--- config.mk ---
export PLATFORM = sky130hd
export DESIGN_NAME = temp_alarm_smbus_slave
export DESIGN_NICKNAME = d
export VERILOG_FILES = /design/src/logic/alarm_compare.v /design/src/logic/smbus_line_sync.v /design/src/logic/temp_alarm_smbus_slave.v
export VERILOG_INCLUDE_DIRS = /design/src /design/src/logic
export SDC_FILE = /design/constraint.sdc
export NUM_CORES = 1
export LEC_CHECK = 0
export BUFFER_PORTS_ARGS = -buffer_cell sky130_fd_sc_hd__clkbuf_2
export CORE_ASPECT_RATIO = 1.25
export CORE_MARGIN = 5
export CORE_UTILIZATION = 25
export DETAILED_ROUTE_END_ITERATION = 10
export PLACE_DENSITY = 0.35
export SYNTH_ARGS = -nofsm -noshare
export SYNTH_HDL_FRONTEND = slang
export SYNTH_SLANG_ARGS = --single-unit
--- constraint.sdc ---
create_clock -name sys_clk -period 5.1 [get_ports sys_clk]
set_clock_uncertainty 0.05 [all_clocks]
set_input_delay 0.765 -clock sys_clk [delete_from_list [all_inputs] [get_ports sys_clk]]
set_output_delay 0.765 -clock sys_clk [all_outputs]
set_load 0.03 [all_outputs]
--- src/logic/temp_alarm_regs.vh ---
// constants for the temperature alarm smbus slave
// assumes: included by temp_alarm_smbus_slave by its bare name
`ifndef TEMP_ALARM_REGS_VH
`define TEMP_ALARM_REGS_VH
`define PTR_RESET 8'h00
`define ADDR_LOCAL_MSB 8'h00
`define ADDR_REMOTE_MSB 8'h01
`define ADDR_STATUS1 8'h02
`define ADDR_CONFIG1_R 8'h03
`define ADDR_CONFIG1_W 8'h09
`define ADDR_ONE_SHOT 8'h0f
`define ADDR_REMOTE_LSB 8'h10
`define ADDR_REMOTE_OS 8'h0d
`define ADDR_REMOTE_OS_R 8'h07
`define ADDR_REMOTE_CRIT 8'h19
`define ADDR_LOCAL_LIMIT 8'h20
`define ADDR_HYST 8'h21
`define ADDR_LOCAL_LSB 8'h30
`define ADDR_REMOTE_UMSB 8'h31
`define ADDR_REMOTE_ULSB 8'h32
`define ADDR_CONFIG2 8'hbf
`define SLAVE_ADDR_HIGH 7'h4c
`define CONFIG1_RESET 8'h00
`define CONFIG2_RESET 8'h1f
`define REMOTE_OS_RESET 8'h55
`define LOCAL_LIMIT_RESET 8'h55
`define REMOTE_CRIT_RESET 8'h6e
`define HYST_RESET 8'h0a
`define CFG1_STANDBY_BIT 6
`define CFG2_OS_SEL_BIT 0
`define ST1_FAULT_BIT 2
`define ST1_LOC_BIT 0
`define ST1_ROS_BIT 3
`define ST1_RCRIT_BIT 4
`define ST1_CRIT_PIN_BIT 1
`define FAULT_SIGNED 11'h400
`define FAULT_UNSIGNED 11'h7ff
`define TIMEOUT_MS 35
`define CLK_HZ 25000000
`define TIMEOUT_CYCLES (`TIMEOUT_MS * (`CLK_HZ / 1000))
`endif

--- src/logic/alarm_compare.v ---
// alarm comparators with shared hysteresis, updated per conversion pair
// assumes: results and limits are stable when conv_done pulses
`timescale 1ns/10ps
module alarm_compare (
  input wire sys_clk, // system clock
  input wire reset, // synchronous reset
  input wire conv_done, // one-cycle pulse after local and remote done
  input wire [7:0] local_whole, // local result, whole degrees signed
  input wire [7:0] remote_whole, // remote result, whole degrees
  input wire [7:0] local_limit, // shared local limit
  input wire [7:0] remote_crit, // remote critical limit
  input wire [7:0] remote_os, // remote overtemp limit
  input wire [7:0] hyst, // shared hysteresis
  output reg crit_active, // critical alarm asserted
  output reg os_active, // overtemp alarm asserted
  output reg local_limit_flag, // local above shared limit
  output reg remote_crit_flag, // remote above critical limit
  output reg remote_os_flag // remote above overtemp limit
);
  // negative readings never exceed an unsigned limit
  function above;
    input [8:0] val;
    input [8:0] lim;
    begin
      above = (val > lim); // [RL26]
    end
  endfunction
  function below_hyst;
    input [8:0] val;
    input [8:0] lim;
    input [7:0] h;
    begin
      below_hyst = ({1'b0, val} + {2'b00, h}) < {1'b0, lim};
    end
  endfunction
  wire [8:0] loc9 = local_whole[7] ? 9'h000 : {1'b0, local_whole};
  wire [8:0] rem9 = remote_whole[7] ? 9'h000 : {1'b0, remote_whole};
  wire loc_hi = above(loc9, {1'b0, local_limit});
  wire rc_hi = above(rem9, {1'b0, remote_crit});
  wire ro_hi = above(rem9, {1'b0, remote_os});
  wire crit_clear = below_hyst(loc9, {1'b0, local_limit}, hyst) &&
    below_hyst(rem9, {1'b0, remote_crit}, hyst); // [RL2]
  wire os_clear = below_hyst(loc9, {1'b0, local_limit}, hyst) &&
    below_hyst(rem9, {1'b0, remote_os}, hyst); // [RL25]
  always @(posedge sys_clk) begin
    if (reset) begin
      crit_active <= 1'b0;
      os_active <= 1'b0;
      local_limit_flag <= 1'b0;
      remote_crit_flag <= 1'b0;
      remote_os_flag <= 1'b0;
    end else if (conv_done) begin // [RL7]
      remote_crit_flag <= rc_hi; // [RL3]
      local_limit_flag <= loc_hi; // [RL4]
      remote_os_flag <= ro_hi; // [RL5]
      if (loc_hi || rc_hi)
        crit_active <= 1'b1; // [RL1]
      else if (crit_clear)
        crit_active <= 1'b0;
      if (loc_hi || ro_hi)
        os_active <= 1'b1; // [RL6]
      else if (os_clear)
        os_active <= 1'b0;
    end
  end
endmodule // alarm_compare

--- src/logic/smbus_line_sync.v ---
// two-flop synchronisers and edge/condition detection for smbus lines
// assumes: smb_clk_in and smb_dat_in are asynchronous pins
`timescale 1ns/10ps
module smbus_line_sync (
  input wire sys_clk, // system clock
  input wire reset, // synchronous reset
  input wire smb_clk_in, // smbclk pin level
  input wire smb_dat_in, // smbdat pin level
  output reg scl, // synchronised clock level
  output reg sda, // synchronised data level
  output wire scl_rise, // one-cycle pulse
  output wire scl_fall, // one-cycle pulse
  output wire start_seen, // start or repeated start, pulse
  output wire stop_seen // stop condition, pulse
);
  reg scl_meta_reg;
  reg sda_meta_reg;
  reg scl_prev_reg;
  reg sda_prev_reg;
  always @(posedge sys_clk) begin
    if (reset) begin
      scl_meta_reg <= 1'b1;
      sda_meta_reg <= 1'b1;
      scl <= 1'b1;
      sda <= 1'b1;
      scl_prev_reg <= 1'b1;
      sda_prev_reg <= 1'b1;
    end else begin
      scl_meta_reg <= smb_clk_in;
      sda_meta_reg <= smb_dat_in;
      scl <= scl_meta_reg;
      sda <= sda_meta_reg;
      scl_prev_reg <= scl;
      sda_prev_reg <= sda;
    end
  end
  assign scl_rise = scl && !scl_prev_reg;
  assign scl_fall = !scl && scl_prev_reg;
  assign start_seen = scl && scl_prev_reg && sda_prev_reg && !sda;
  assign stop_seen = scl && scl_prev_reg && !sda_prev_reg && sda;
endmodule // smbus_line_sync

--- src/logic/temp_alarm_smbus_slave.v ---
// smbus slave and alarm logic of a two-channel temperature sensor
// assumes: conversion results arrive with a one-cycle done pulse
// Overview of operation
// [RL1] critical output low when any result above limit
// [RL2] critical released when both below limit minus hysteresis
// [RL3] remote above critical limit sets its flag
// [RL4] local above shared limit sets its flag
// [RL5] remote above overtemp limit sets its flag
// [RL6] overtemp pin asserts when any result over limit
// [RL7] alarms and flags update only per conversion
// [RL8] diode fault forces fixed reading, sets bit two
// [RL9] pointer resets to local high byte
// [RL10] pointer holds until next command byte
// [RL11] master writes address, command, one data byte
// [RL12] address-only read returns pointed register
// [RL13] master reads other register via repeated start
// [RL14] data bytes shifted out msb first
// [RL15] ack or nack after read; nack ends
// [RL16] high byte read freezes matching low byte
// [RL17] bus idle after lines low over 35 ms
// [RL18] master holds line low 35 ms to reset
// [RL19] start anywhere restarts, expects address byte
// [RL20] one-shot write in standby runs one conversion
// [RL21] one-shot data discarded, reads back zero
// [RL22] pointer loaded from command byte in write
// [RL23] overtemp pin only with strap high, address 4ch
// [RL24] one-shot at 0x0f acts only in standby
// [RL25] overtemp released below limit minus hysteresis
// [RL26] comparisons are strictly greater than
`timescale 1ns/10ps
`include "temp_alarm_regs.vh"
module temp_alarm_smbus_slave #(
  parameter TIMEOUT_CYCLES = `TIMEOUT_CYCLES
) (
  input wire sys_clk, // system clock, 25 mhz
  input wire reset, // synchronous reset, active high
  input wire smb_clk_in, // smbclk pin level
  input wire smb_dat_in, // smbdat pin level
  output wire smb_dat_out, // smbdat drive value, always low
  output wire smb_dat_oe, // smbdat pull-low enable
  input wire [6:0] strap_address, // address from the strap pin level
  input wire address_strap, // strap pin reads high
  input wire conv_done, // pulse: local and remote conversion complete
  input wire [10:0] local_result, // local reading, left-justified 11 bits
  input wire [10:0] remote_result, // remote reading, signed 11 bits
  input wire diode_fault, // remote diode short or open
  output reg one_shot_req, // pulse: start one conversion cycle
  output wire standby, // conversions stopped
  output wire crit_alarm_n, // critical alarm, active low
  output wire overtemp_alarm_n, // overtemp output, active low
  output wire overtemp_oe // pin driven as overtemp output
);
  // one-hot slave states
  localparam S_IDLE = 6'b000001;
  localparam S_ADDR = 6'b000010;
  localparam S_RX = 6'b000100;
  localparam S_TX = 6'b001000;
  localparam S_ACK = 6'b010000;
  localparam S_MACK = 6'b100000;
  reg [5:0] state_reg;
  reg [7:0] register_pointer_reg;
  reg [7:0] config1_reg;
  reg [7:0] config2_reg;
  reg [7:0] remote_os_reg;
  reg [7:0] remote_crit_reg;
  reg [7:0] local_limit_reg;
  reg [7:0] hyst_reg;
  reg [10:0] local_reg;
  reg [10:0] remote_reg;
  reg [2:0] local_lsb_frz_reg;
  reg [2:0] remote_lsb_frz_reg;
  reg [2:0] uremote_lsb_frz_reg;
  reg local_lock_reg;
  reg remote_lock_reg;
  reg uremote_lock_reg;
  reg fault_reg;
  reg [7:0] shift_reg;
  reg [3:0] bit_cnt_reg;
  reg read_dir_reg;
  reg first_byte_reg;
  reg ack_drive_reg;
  reg tx_drive_reg;
  reg [23:0] low_cnt_reg;
  wire scl;
  wire sda;
  wire scl_rise;
  wire scl_fall;
  wire start_seen;
  wire stop_seen;
  wire crit_active;
  wire os_active;
  wire local_limit_flag;
  wire remote_crit_flag;
  wire remote_os_flag;
  // fault replaces the reading before it is stored or compared
  wire [10:0] remote_now = diode_fault ? `FAULT_SIGNED : remote_result;
  // pins pass two flops inside the line sync
  smbus_line_sync u_sync (
    .sys_clk(sys_clk),
    .reset(reset),
    .smb_clk_in(smb_clk_in),
    .smb_dat_in(smb_dat_in),
    .scl(scl),
    .sda(sda),
    .scl_rise(scl_rise),
    .scl_fall(scl_fall),
    .start_seen(start_seen),
    .stop_seen(stop_seen)
  );
  alarm_compare u_cmp (
    .sys_clk(sys_clk),
    .reset(reset),
    .conv_done(conv_done),
    .local_whole(local_result[10:3]),
    .remote_whole(remote_now[10:3]),
    .local_limit(local_limit_reg),
    .remote_crit(remote_crit_reg),
    .remote_os(remote_os_reg),
    .hyst(hyst_reg),
    .crit_active(crit_active),
    .os_active(os_active),
    .local_limit_flag(local_limit_flag),
    .remote_crit_flag(remote_crit_flag),
    .remote_os_flag(remote_os_flag)
  );
  // the strap is not latched: address follows the pin while it is an input
  wire os_pin_mode = ~config2_reg[`CFG2_OS_SEL_BIT] & address_strap;
  wire [6:0] my_addr = os_pin_mode ? `SLAVE_ADDR_HIGH :
    strap_address; // [RL23]
  assign standby = config1_reg[`CFG1_STANDBY_BIT];
  assign crit_alarm_n = ~crit_active; // [RL1]
  assign overtemp_alarm_n = ~(os_active & os_pin_mode); // [RL6]
  assign overtemp_oe = os_pin_mode;
  // open drain: only the enable moves
  assign smb_dat_out = 1'b0;
  assign smb_dat_oe = ack_drive_reg | tx_drive_reg;
  // unsigned view: negative remote readings clip to zero, positive
  // readings keep their bit pattern
  wire [10:0] uremote = remote_reg[10] ? 11'h000 : remote_reg;
  wire [10:0] uremote_rpt = fault_reg ? `FAULT_UNSIGNED : uremote; // [RL8]
  // status bits 7..5 are unused and read zero
  wire [7:0] status1 = {3'b000, remote_crit_flag, remote_os_flag,
    fault_reg, ~crit_alarm_n, local_limit_flag};
  // undecoded locations read as zero
  function [7:0] read_mux;
    input [7:0] p;
    begin
      case (p)
        `ADDR_LOCAL_MSB: read_mux = local_reg[10:3];
        `ADDR_LOCAL_LSB: read_mux = {local_lsb_frz_reg, 5'h00};
        `ADDR_REMOTE_MSB: read_mux = remote_reg[10:3];
        `ADDR_REMOTE_LSB: read_mux = {remote_lsb_frz_reg, 5'h00};
        `ADDR_REMOTE_UMSB: read_mux = uremote_rpt[10:3];
        `ADDR_REMOTE_ULSB: read_mux = {uremote_lsb_frz_reg, 5'h00};
        `ADDR_STATUS1: read_mux = status1;
        `ADDR_CONFIG1_R: read_mux = config1_reg;
        `ADDR_CONFIG1_W: read_mux = config1_reg;
        `ADDR_CONFIG2: read_mux = config2_reg;
        `ADDR_REMOTE_OS: read_mux = remote_os_reg;
        `ADDR_REMOTE_OS_R: read_mux = remote_os_reg;
        `ADDR_REMOTE_CRIT: read_mux = remote_crit_reg;
        `ADDR_LOCAL_LIMIT: read_mux = local_limit_reg;
        `ADDR_HYST: read_mux = hyst_reg;
        default: read_mux = 8'h00; // one-shot reads zero [RL21]
      endcase
    end
  endfunction
  wire [7:0] tx_byte = read_mux(register_pointer_reg);
  // one count serves both lines; a low on either keeps it running, so
  // short lows on the two lines can add up (a known limitation)
  wire line_low = ~scl | ~sda;
  wire timeout = (low_cnt_reg >= TIMEOUT_CYCLES[23:0]);
  wire [7:0] rx_byte = {shift_reg[6:0], sda};
  // capture conversion results
  always @(posedge sys_clk) begin
    if (reset) begin
      local_reg <= 11'h000;
      remote_reg <= 11'h000;
      fault_reg <= 1'b0;
    end else if (conv_done) begin
      local_reg <= local_result;
      remote_reg <= remote_now; // [RL8]
      fault_reg <= diode_fault; // [RL8]
    end
  end
  always @(posedge sys_clk) begin
    if (reset)
      low_cnt_reg <= 24'h000000;
    else if (!line_low || state_reg == S_IDLE)
      low_cnt_reg <= 24'h000000;
    else if (!timeout)
      low_cnt_reg <= low_cnt_reg + 24'h000001;
  end
  always @(posedge sys_clk) begin
    if (reset) begin
      state_reg <= S_IDLE;
      register_pointer_reg <= `PTR_RESET; // [RL9]
      config1_reg <= `CONFIG1_RESET;
      config2_reg <= `CONFIG2_RESET;
      remote_os_reg <= `REMOTE_OS_RESET;
      remote_crit_reg <= `REMOTE_CRIT_RESET;
      local_limit_reg <= `LOCAL_LIMIT_RESET;
      hyst_reg <= `HYST_RESET;
      local_lsb_frz_reg <= 3'b000;
      remote_lsb_frz_reg <= 3'b000;
      uremote_lsb_frz_reg <= 3'b000;
      local_lock_reg <= 1'b0;
      remote_lock_reg <= 1'b0;
      uremote_lock_reg <= 1'b0;
      shift_reg <= 8'h00;
      bit_cnt_reg <= 4'h0;
      read_dir_reg <= 1'b0;
      first_byte_reg <= 1'b0;
      ack_drive_reg <= 1'b0;
      tx_drive_reg <= 1'b0;
      one_shot_req <= 1'b0;
    end else begin
      // the one-shot request lasts a single cycle
      one_shot_req <= 1'b0;
      // unlocked low bytes track the latest conversion
      if (!local_lock_reg)
        local_lsb_frz_reg <= local_reg[2:0];
      if (!remote_lock_reg)
        remote_lsb_frz_reg <= remote_reg[2:0];
      if (!uremote_lock_reg)
        uremote_lsb_frz_reg <= uremote_rpt[2:0];
      if (timeout) begin
        state_reg <= S_IDLE; // [RL17]
        ack_drive_reg <= 1'b0;
        tx_drive_reg <= 1'b0;
      end else if (start_seen) begin
        state_reg <= S_ADDR; // [RL19]
        bit_cnt_reg <= 4'h0;
        ack_drive_reg <= 1'b0;
        tx_drive_reg <= 1'b0;
      end else if (stop_seen) begin
        state_reg <= S_IDLE;
        ack_drive_reg <= 1'b0;
        tx_drive_reg <= 1'b0;
      end else begin
        case (state_reg)
          S_IDLE: begin
            bit_cnt_reg <= 4'h0;
          end
          S_ADDR, S_RX: begin
            if (scl_rise) begin
              shift_reg <= rx_byte;
              bit_cnt_reg <= bit_cnt_reg + 4'h1;
            end
            if (scl_fall && bit_cnt_reg == 4'h8) begin
              bit_cnt_reg <= 4'h0;
              if (state_reg == S_ADDR) begin
                // a foreign address returns to idle, no ack
                if (shift_reg[7:1] == my_addr) begin
                  read_dir_reg <= shift_reg[0];
                  first_byte_reg <= 1'b1;
                  ack_drive_reg <= 1'b1;
                  state_reg <= S_ACK;
                end else
                  state_reg <= S_IDLE;
              end else begin
                ack_drive_reg <= 1'b1;
                state_reg <= S_ACK;
                if (first_byte_reg) begin
                  register_pointer_reg <= shift_reg; // [RL22] [RL10]
                  first_byte_reg <= 1'b0;
                end else begin
                  // one data byte goes to the held pointer [RL11]
                  case (register_pointer_reg)
                    `ADDR_CONFIG1_W: config1_reg <= shift_reg;
                    `ADDR_CONFIG1_R: config1_reg <= shift_reg;
                    `ADDR_CONFIG2: config2_reg <= shift_reg;
                    `ADDR_REMOTE_OS: remote_os_reg <= shift_reg;
                    `ADDR_REMOTE_OS_R: remote_os_reg <= shift_reg;
                    `ADDR_REMOTE_CRIT: remote_crit_reg <= shift_reg;
                    `ADDR_LOCAL_LIMIT: local_limit_reg <= shift_reg;
                    `ADDR_HYST: hyst_reg <= shift_reg;
                    // data is dropped, only the write counts [RL21]
                    `ADDR_ONE_SHOT: one_shot_req <= standby; // [RL20] [RL24]
                    default: ;
                  endcase
                end
              end
            end
          end
          S_ACK: begin
            if (scl_fall) begin
              ack_drive_reg <= 1'b0;
              if (read_dir_reg) begin
                // pointer was set earlier; just return its byte [RL12]
                shift_reg <= tx_byte;
                // msb goes out now, at the fall that ends the ack [RL14]
                tx_drive_reg <= ~tx_byte[7];
                bit_cnt_reg <= 4'h1;
                state_reg <= S_TX;
                case (register_pointer_reg)
                  `ADDR_LOCAL_MSB: local_lock_reg <= 1'b1; // [RL16]
                  `ADDR_REMOTE_MSB: remote_lock_reg <= 1'b1; // [RL16]
                  `ADDR_REMOTE_UMSB: uremote_lock_reg <= 1'b1; // [RL16]
                  `ADDR_LOCAL_LSB: local_lock_reg <= 1'b0; // [RL16]
                  `ADDR_REMOTE_LSB: remote_lock_reg <= 1'b0; // [RL16]
                  `ADDR_REMOTE_ULSB: uremote_lock_reg <= 1'b0; // [RL16]
                  default: ;
                endcase
                if (register_pointer_reg == `ADDR_LOCAL_MSB)
                  local_lsb_frz_reg <= local_reg[2:0]; // [RL16]
                if (register_pointer_reg == `ADDR_REMOTE_MSB)
                  remote_lsb_frz_reg <= remote_reg[2:0]; // [RL16]
                if (register_pointer_reg == `ADDR_REMOTE_UMSB)
                  uremote_lsb_frz_reg <= uremote_rpt[2:0]; // [RL16]
              end else begin
                bit_cnt_reg <= 4'h0;
                state_reg <= S_RX;
              end
            end
          end
          S_TX: begin
            // seven more bits, then release
            if (scl_fall) begin
              if (bit_cnt_reg == 4'h8) begin
                tx_drive_reg <= 1'b0;
                state_reg <= S_MACK;
              end else begin
                tx_drive_reg <= ~shift_reg[7 - bit_cnt_reg[2:0]]; // [RL14]
                bit_cnt_reg <= bit_cnt_reg + 4'h1;
              end
            end
          end
          S_MACK: begin
            // master ack repeats the byte; nack ends the read [RL15]
            if (scl_rise) begin
              if (sda)
                state_reg <= S_IDLE;
              else
                state_reg <= S_ACK;
            end
          end
          default: state_reg <= S_IDLE;
        endcase
      end
    end
  end
endmodule // temp_alarm_smbus_slave

Word-level counts from Yosys, hierarchy flattened --
Index checks and enable logic that the tools add are counted.
Storage, ports and cells: memory bits (writable) 0, bits in registers 149, bits in latches 0, memory bits (read-only) 0, word-level logic and storage cells 243, output and inout port bits 7, bits of input ports 36, memories kept 0
Cells by class: mux-type cells 76, order comparisons 8, multipliers 0, add/sub/neg operators 5, shift-type cells 0, equality and inequality tests 43, divide/modulo/power cells 0, bitwise operators 20, reductions and logical operators 54
Operator list (number):
- 8-bit case mux with 13 select lines | 1
- 3-bit two-way mux | 24
- 7-bit AND reduction | 7
- 8-bit AND reduction | 6
- 8-bit by 6-bit equality test with 1-bit output (second input constant) | 5
- 6-bit two-way mux | 6
- 32-bit by 4-bit less-than comparator with 1-bit output (second input constant) | 1
- 4-bit two-way mux | 8
- 10-bit by 8-bit less-than comparator with 1-bit output | 3
- 6-bit case mux with 5 select lines | 1
- 9-bit by 8-bit > comparator with 1-bit output | 3
- 24-bit by 1-bit adder with 24-bit output (second input constant) | 1
- 8-bit by 4-bit equality test with 1-bit output (second input constant) | 3
- 24-bit by 20-bit greater-or-equal comparator with 1-bit output (second input constant) | 1
- 8-bit two-way mux | 3
- 4-bit != test (second input constant) | 6
- 11-bit two-way mux | 2
- 7-bit two-way mux | 3
- 9-bit by 8-bit adder with 10-bit output | 2
- 6-bit AND reduction | 3
- 8-bit by 2-bit equality test with 1-bit output (second input constant) | 2
- 8-bit by 5-bit equality test with 1-bit output (second input constant) | 2
- 2-bit != test (second input constant) | 8
- 1-bit NOT | 16
- 36 further kinds | 89

Longest topological paths before layout --
word-level depth 10, mapped depth 18, depth with buffers taken out 18

Modules after synthesis --
Synthesis repeated with hierarchy kept, for this count alone.
Second synthesis, totals: cells, all modules 1158, area, all modules 9534.1 µm²
Modules (own cells, without submodules):
- temp_alarm_smbus_slave | times used 1, area each 7143.1 µm², cells an instance 831, sequential area each 2762.6 µm²
- alarm_compare | times used 1, area each 2200.9 µm², cells an instance 311, sequential area each 100.1 µm²
- smbus_line_sync | times used 1, area each 190.2 µm², cells an instance 16, sequential area each 120.1 µm²

Least setup slack after synthesis --
No wires, ideal clock.
kind input -> register, start point input diode_fault, end point register u_cmp.crit_active, cell stages on the path 16, data required time 4923 ps, path buffers 0, data arrival time 3681 ps, slack 1242 ps, library setup time 127 ps, cell sequence nor2_1 -> nand2_1 -> inv_1 -> ha_1 -> a21o_1 -> a21oi_1 -> a21boi_0 -> o31ai_1 -> or4b_2 -> o311ai_0 -> ha_1 -> o21ai_0 -> a21oi_1 -> o31a_1 -> o21ai_0 -> nand4_1
Between the ends: longest elaborated chain between the ends 7, elaborated cells between the ends (all ways) 10, those cells by class add/sub: 1; order compare: 2; mux: 3; reduce/logical: 4
RTL lines:
- start: declaration | line temp_alarm_smbus_slave.v:46 | input wire diode_fault,
- 11-bit two-way mux * | line temp_alarm_smbus_slave.v:96 | wire [10:0] remote_now = diode_fault ? `FAULT_SIGNED : remote_result;
- 7-bit two-way mux * | line alarm_compare.v:37 | wire [8:0] rem9 = remote_whole[7] ? 9'h000 : {1'b0, remote_whole};
- 9-bit by 8-bit adder with 10-bit output | line alarm_compare.v:33 | below_hyst = ({1'b0, val} + {2'b00, h}) < {1'b0, lim};
- 10-bit by 8-bit less-than comparator with 1-bit output | line alarm_compare.v:33
- 1-bit logical AND | line alarm_compare.v:41 | wire crit_clear = below_hyst(loc9, {1'b0, local_limit}, hyst) &&
- 2-bit nonzero test (no source line)
- 2-bit AND reduction (no source line)
- end signal: assignment | line alarm_compare.v:47 | crit_active <= 1'b0;
- end signal: assignment | line alarm_compare.v:57 | crit_active <= 1'b1;
- end signal: assignment | line alarm_compare.v:59 | crit_active <= 1'b0;
- end: declaration | line alarm_compare.v:14 | output reg crit_active,
Mark *: on every way between the ends. The rest lies on a longest branch, timed or not. A chain may end at the register's enable or synchronous reset.

Worst setup path after layout --
Ends and elaborated chain as after synthesis.

==> PnR_summary.wiki <==
{| class="wikitable"
! Metric !! Value
|-
| Number of buffers between clock root and the deepest sink || 2
|-
| Placed cell count || 1531
|-
| Slew at the pin with the worst max-slew slack || 1100 ps
|-
| Post-route minimum period || 3990 ps
|-
| Final routed wire length divided by cell count || 21.0 um
|-
| Hold crit path type || register to register
|-
| Fraction of the yosys area taken by sequential cells || 0.323
|-
| Post-synthesis cell area || 9250 sq um
|-
| Number of rows in the core area || 78
|-
| Required time reported for the critical path endpoint || 5360 ps
|-
| Number of flops mapped to enable cells by yosys || 0
|-
| Cell-by-cell listing of the critical path || clkbuf_2, nor2_1, nand2_1, inv_1, ha_1, a21o_1, a21oi_1, a21boi_0, o31ai_1, or4b_2, o311ai_0, ha_1, o21ai_0, a21oi_1, o31a_1, o21ai_0, nand4_1
|-
| Max-cap check violation count || 0
|-
| Met3 usage in global routing || 0.0213
|-
| Post-synthesis sequential element count || 149
|-
| TritonCTS clock tree || yes
|-
| Post-cts gate resize count || 0
|-
| Dominant cell type by area after synthesis || sky130_fd_sc_hd__dfxtp_1
|-
| Aggregate global-route resource usage || 0.162
|-
| Number of buffer cells added on primary ports || 41
|-
| Most common cell after layout, fill and taps aside || sky130_fd_sc_hd__dfxtp_1
|-
| RSZ-0062 raised after global routing || false
|-
| Met2 capacity usage during global routing || 0.301
|-
| Overflow left after global routing || 0
|-
| Cells after synthesis || 1056
|-
| Kind of launch point of the worst setup path || input pin
|-
| Average footprint of a synthesized cell || 8.75 sq um
|-
| Most Crowded Layer GR || met2
|-
| Unique masters post-synth || 95
|-
| Run status || finished clean
|-
| Hold Path Depth || 1
|-
| Number of search-and-repair iterations in the first detailed-routing pass || 5
|-
| Proportion of netlist area held by the largest area contributor || 0.323
|-
| WS Path Type || input pin to register
|-
| Post-CTS setup buffer count || 0
|-
| Placed wire-length estimate after detailed placement || 24700 um
|-
| Fmax || 251 MHz
|-
| Vias post-DR || 7816
|-
| Nets || 1165
|-
| Portion of the clock cycle consumed by the worst path in the final layout || 0.782
|-
| Largest voltage drop on the vdd net || 231 uV
|-
| Antenna violations before repair || 0
|-
| Final hold violation count || 0
|-
| Number of standard cells in the layout, taps in and fillers out || 1563
|-
| P_leak || 4.22 nW
|-
| Antenna violation net count after detailed routing || 0
|-
| Number of diodes added for antenna fixing || 0
|-
| Clock net sink count || 149
|-
| Top cells by area in the synthesized netlist || sky130_fd_sc_hd__dfxtp_1 32%, sky130_fd_sc_hd__mux2i_1 9.1%, sky130_fd_sc_hd__ha_1 7.7%, sky130_fd_sc_hd__nor2_1 5.6%, sky130_fd_sc_hd__nand2_1 3.2%
|-
| Delay contributed by the slowest stage of the critical path || 600 ps
|-
| Global-route track usage on met1 || 0.192
|-
| CTS Root Cell || sky130_fd_sc_hd__clkbuf_16
|-
| Endpoint kind of the worst setup timing path || register
|-
| Hold buffer count at cts || 0
|-
| Worst hold margin || 376 ps
|-
| Final setup viols || 0
|-
| Relative slew slack || 0.257
|-
| Global-route wire length before repair || 50500 um
|-
| Remaining DRCs || 0
|-
| Share of synthesized flip-flops with an asynchronous set or reset || 0
|-
| Layout cell share with drive strength beyond 1 || 0.121
|-
| Count of routing violations after the opening detailed-route iteration || 407
|-
| CP max FO || 7
|-
| Placer congestion estimate || 0.812
|-
| Core area || 36400 sq um
|-
| Number of CTS-inserted buffers || 17
|-
| Power density over the cells || 259 nW/um^2
|-
| H-tree levels || 4
|-
| Number of flip-flops under the largest register name || 24
|-
| Ys flop type || sky130_fd_sc_hd__dfxtp_1
|-
| Setup Total Neg Slack || 0 ps
|-
| Synthesis warning total || 0
|-
| Width of the die || 182 um
|-
| Via count of the first global-routing pass || 7999
|-
| Die height || 225 um
|-
| Clock Latency Late Sink || 440 ps
|-
| Number of primary I/O pins || 43
|-
| Initial core utilization || 0.254
|-
| Final-report max-slew violation count || 0
|-
| Die Footprint || 41000 sq um
|-
| Area added between synthesis and finish || 12.5%
|-
| Cells on worst reg2reg path || 14
|-
| Commonest cells after routing, fill and taps aside || 149 x sky130_fd_sc_hd__dfxtp_1, 139 x sky130_fd_sc_hd__nor2_1, 84 x sky130_fd_sc_hd__mux2i_1, 79 x sky130_fd_sc_hd__nand2_1, 57 x sky130_fd_sc_hd__ha_1
|-
| Slowest stage cell, crit path || sky130_fd_sc_hd__or4b_2
|-
| Post-synthesis net count || 1151
|-
| Vias per Instance || 5.00
|-
| CP arrival || 4250 ps
|-
| Fillcell total || 3902
|-
| Pin count of the biggest net entering global routing || 51
|-
| Routed wire length || 32900 um
|-
| Clk slew on worst S/H paths || 60 ps
|}
## where the power goes
group	internal, W	switching [W]
registers	0.00118	0.0000176
logic	0.0000683	0.000105
clock network	0.000783	0.000541
## per-layer routing
| layer | wire, um | up-vias |
|---|---|---|
| met4 | 648 | 0 |
| met1 | 14100 | 3809 |
| met2 | 17400 | 129 |
| met5 | 0 | - |
| li1 | - | 3848 |
| met3 | 763 | 30 |
## cells in the mapped netlist, types with 7 or more instances
cell type and instances:
sky130_fd_sc_hd__nor2_1 139, sky130_fd_sc_hd__and3_1 10, sky130_fd_sc_hd__clkbuf_8 10, sky130_fd_sc_hd__xnor2_1 20, sky130_fd_sc_hd__xor2_1 18, sky130_fd_sc_hd__o21ai_0 30
sky130_fd_sc_hd__dfxtp_1 149, sky130_fd_sc_hd__a211oi_1 11, sky130_fd_sc_hd__nor2b_1 30, sky130_fd_sc_hd__nand2b_1 8, sky130_fd_sc_hd__ha_1 57, sky130_fd_sc_hd__clkbuf_1 34
sky130_fd_sc_hd__o21ai_1 9, sky130_fd_sc_hd__a21o_1 8, sky130_fd_sc_hd__nand4_1 16, sky130_fd_sc_hd__nor3_1 10, sky130_fd_sc_hd__nor4_1 8, sky130_fd_sc_hd__and2_1 9
sky130_fd_sc_hd__a21oi_1 34, sky130_fd_sc_hd__a31oi_1 14, sky130_fd_sc_hd__mux2i_1 84, sky130_fd_sc_hd__nand3_1 22, sky130_fd_sc_hd__or2_2 10, sky130_fd_sc_hd__a22oi_1 7
sky130_fd_sc_hd__a311oi_1 10, sky130_fd_sc_hd__o31ai_1 7, sky130_fd_sc_hd__inv_1 56, sky130_fd_sc_hd__nand3b_1 8, sky130_fd_sc_hd__o211ai_1 11, sky130_fd_sc_hd__nand2_1 79
## cell families after synthesis
family          synth area share
compound gates             0.166
buf+inv                   0.0589
xor+xnor                  0.0378
other cells             0.000406
fa+ha+maj                 0.0826
mux                        0.101
flops                      0.323
simple gates               0.231
## worst max-delay path: cells and delay by family
kind / cells / cell delay [ps]
fa+ha+maj: 2 / 560
buf+inv: 2 / 260
compound gates: 9 / 1450
simple gates: 4 / 1190
## metrics by stage
step           power [W]  cell area [sq um]   util  setup slack, ps
2_1_floorplan    0.00133               9250      -             1240
3_3_place_gp     0.00140               9800  0.269              655
3_5_place_dp     0.00140               9800  0.269              590
4_1_cts          0.00274              10400  0.286             1090
5_1_grt          0.00282              10400  0.286              780
6_report         0.00269              10400  0.286             1110
## final timing paths
check | from | slack (ps) | to
worst min register to register | u_sync.sda_meta_reg | 380 | u_sync.sda
worst max register to register | hyst_reg[1] | 1630 | u_cmp.crit_active
worst max-delay path | diode_fault | 1110 | u_cmp.crit_active
worst min-delay path | u_sync.sda_meta_reg | 380 | u_sync.sda
## final cells by class
type	instances	area, sq um	share of cell area
Tap cell	480	601	0.0578
Clock buffer	20	447	0.0430
Clock inverter	12	154	0.0148
Multi-Input combinational cell	796	5730	0.551
Timing Repair Buffer	49	268	0.0257
Inverter	57	214	0.0206
Sequential cell	149	2980	0.287
(Power assumes the default switching activity.)
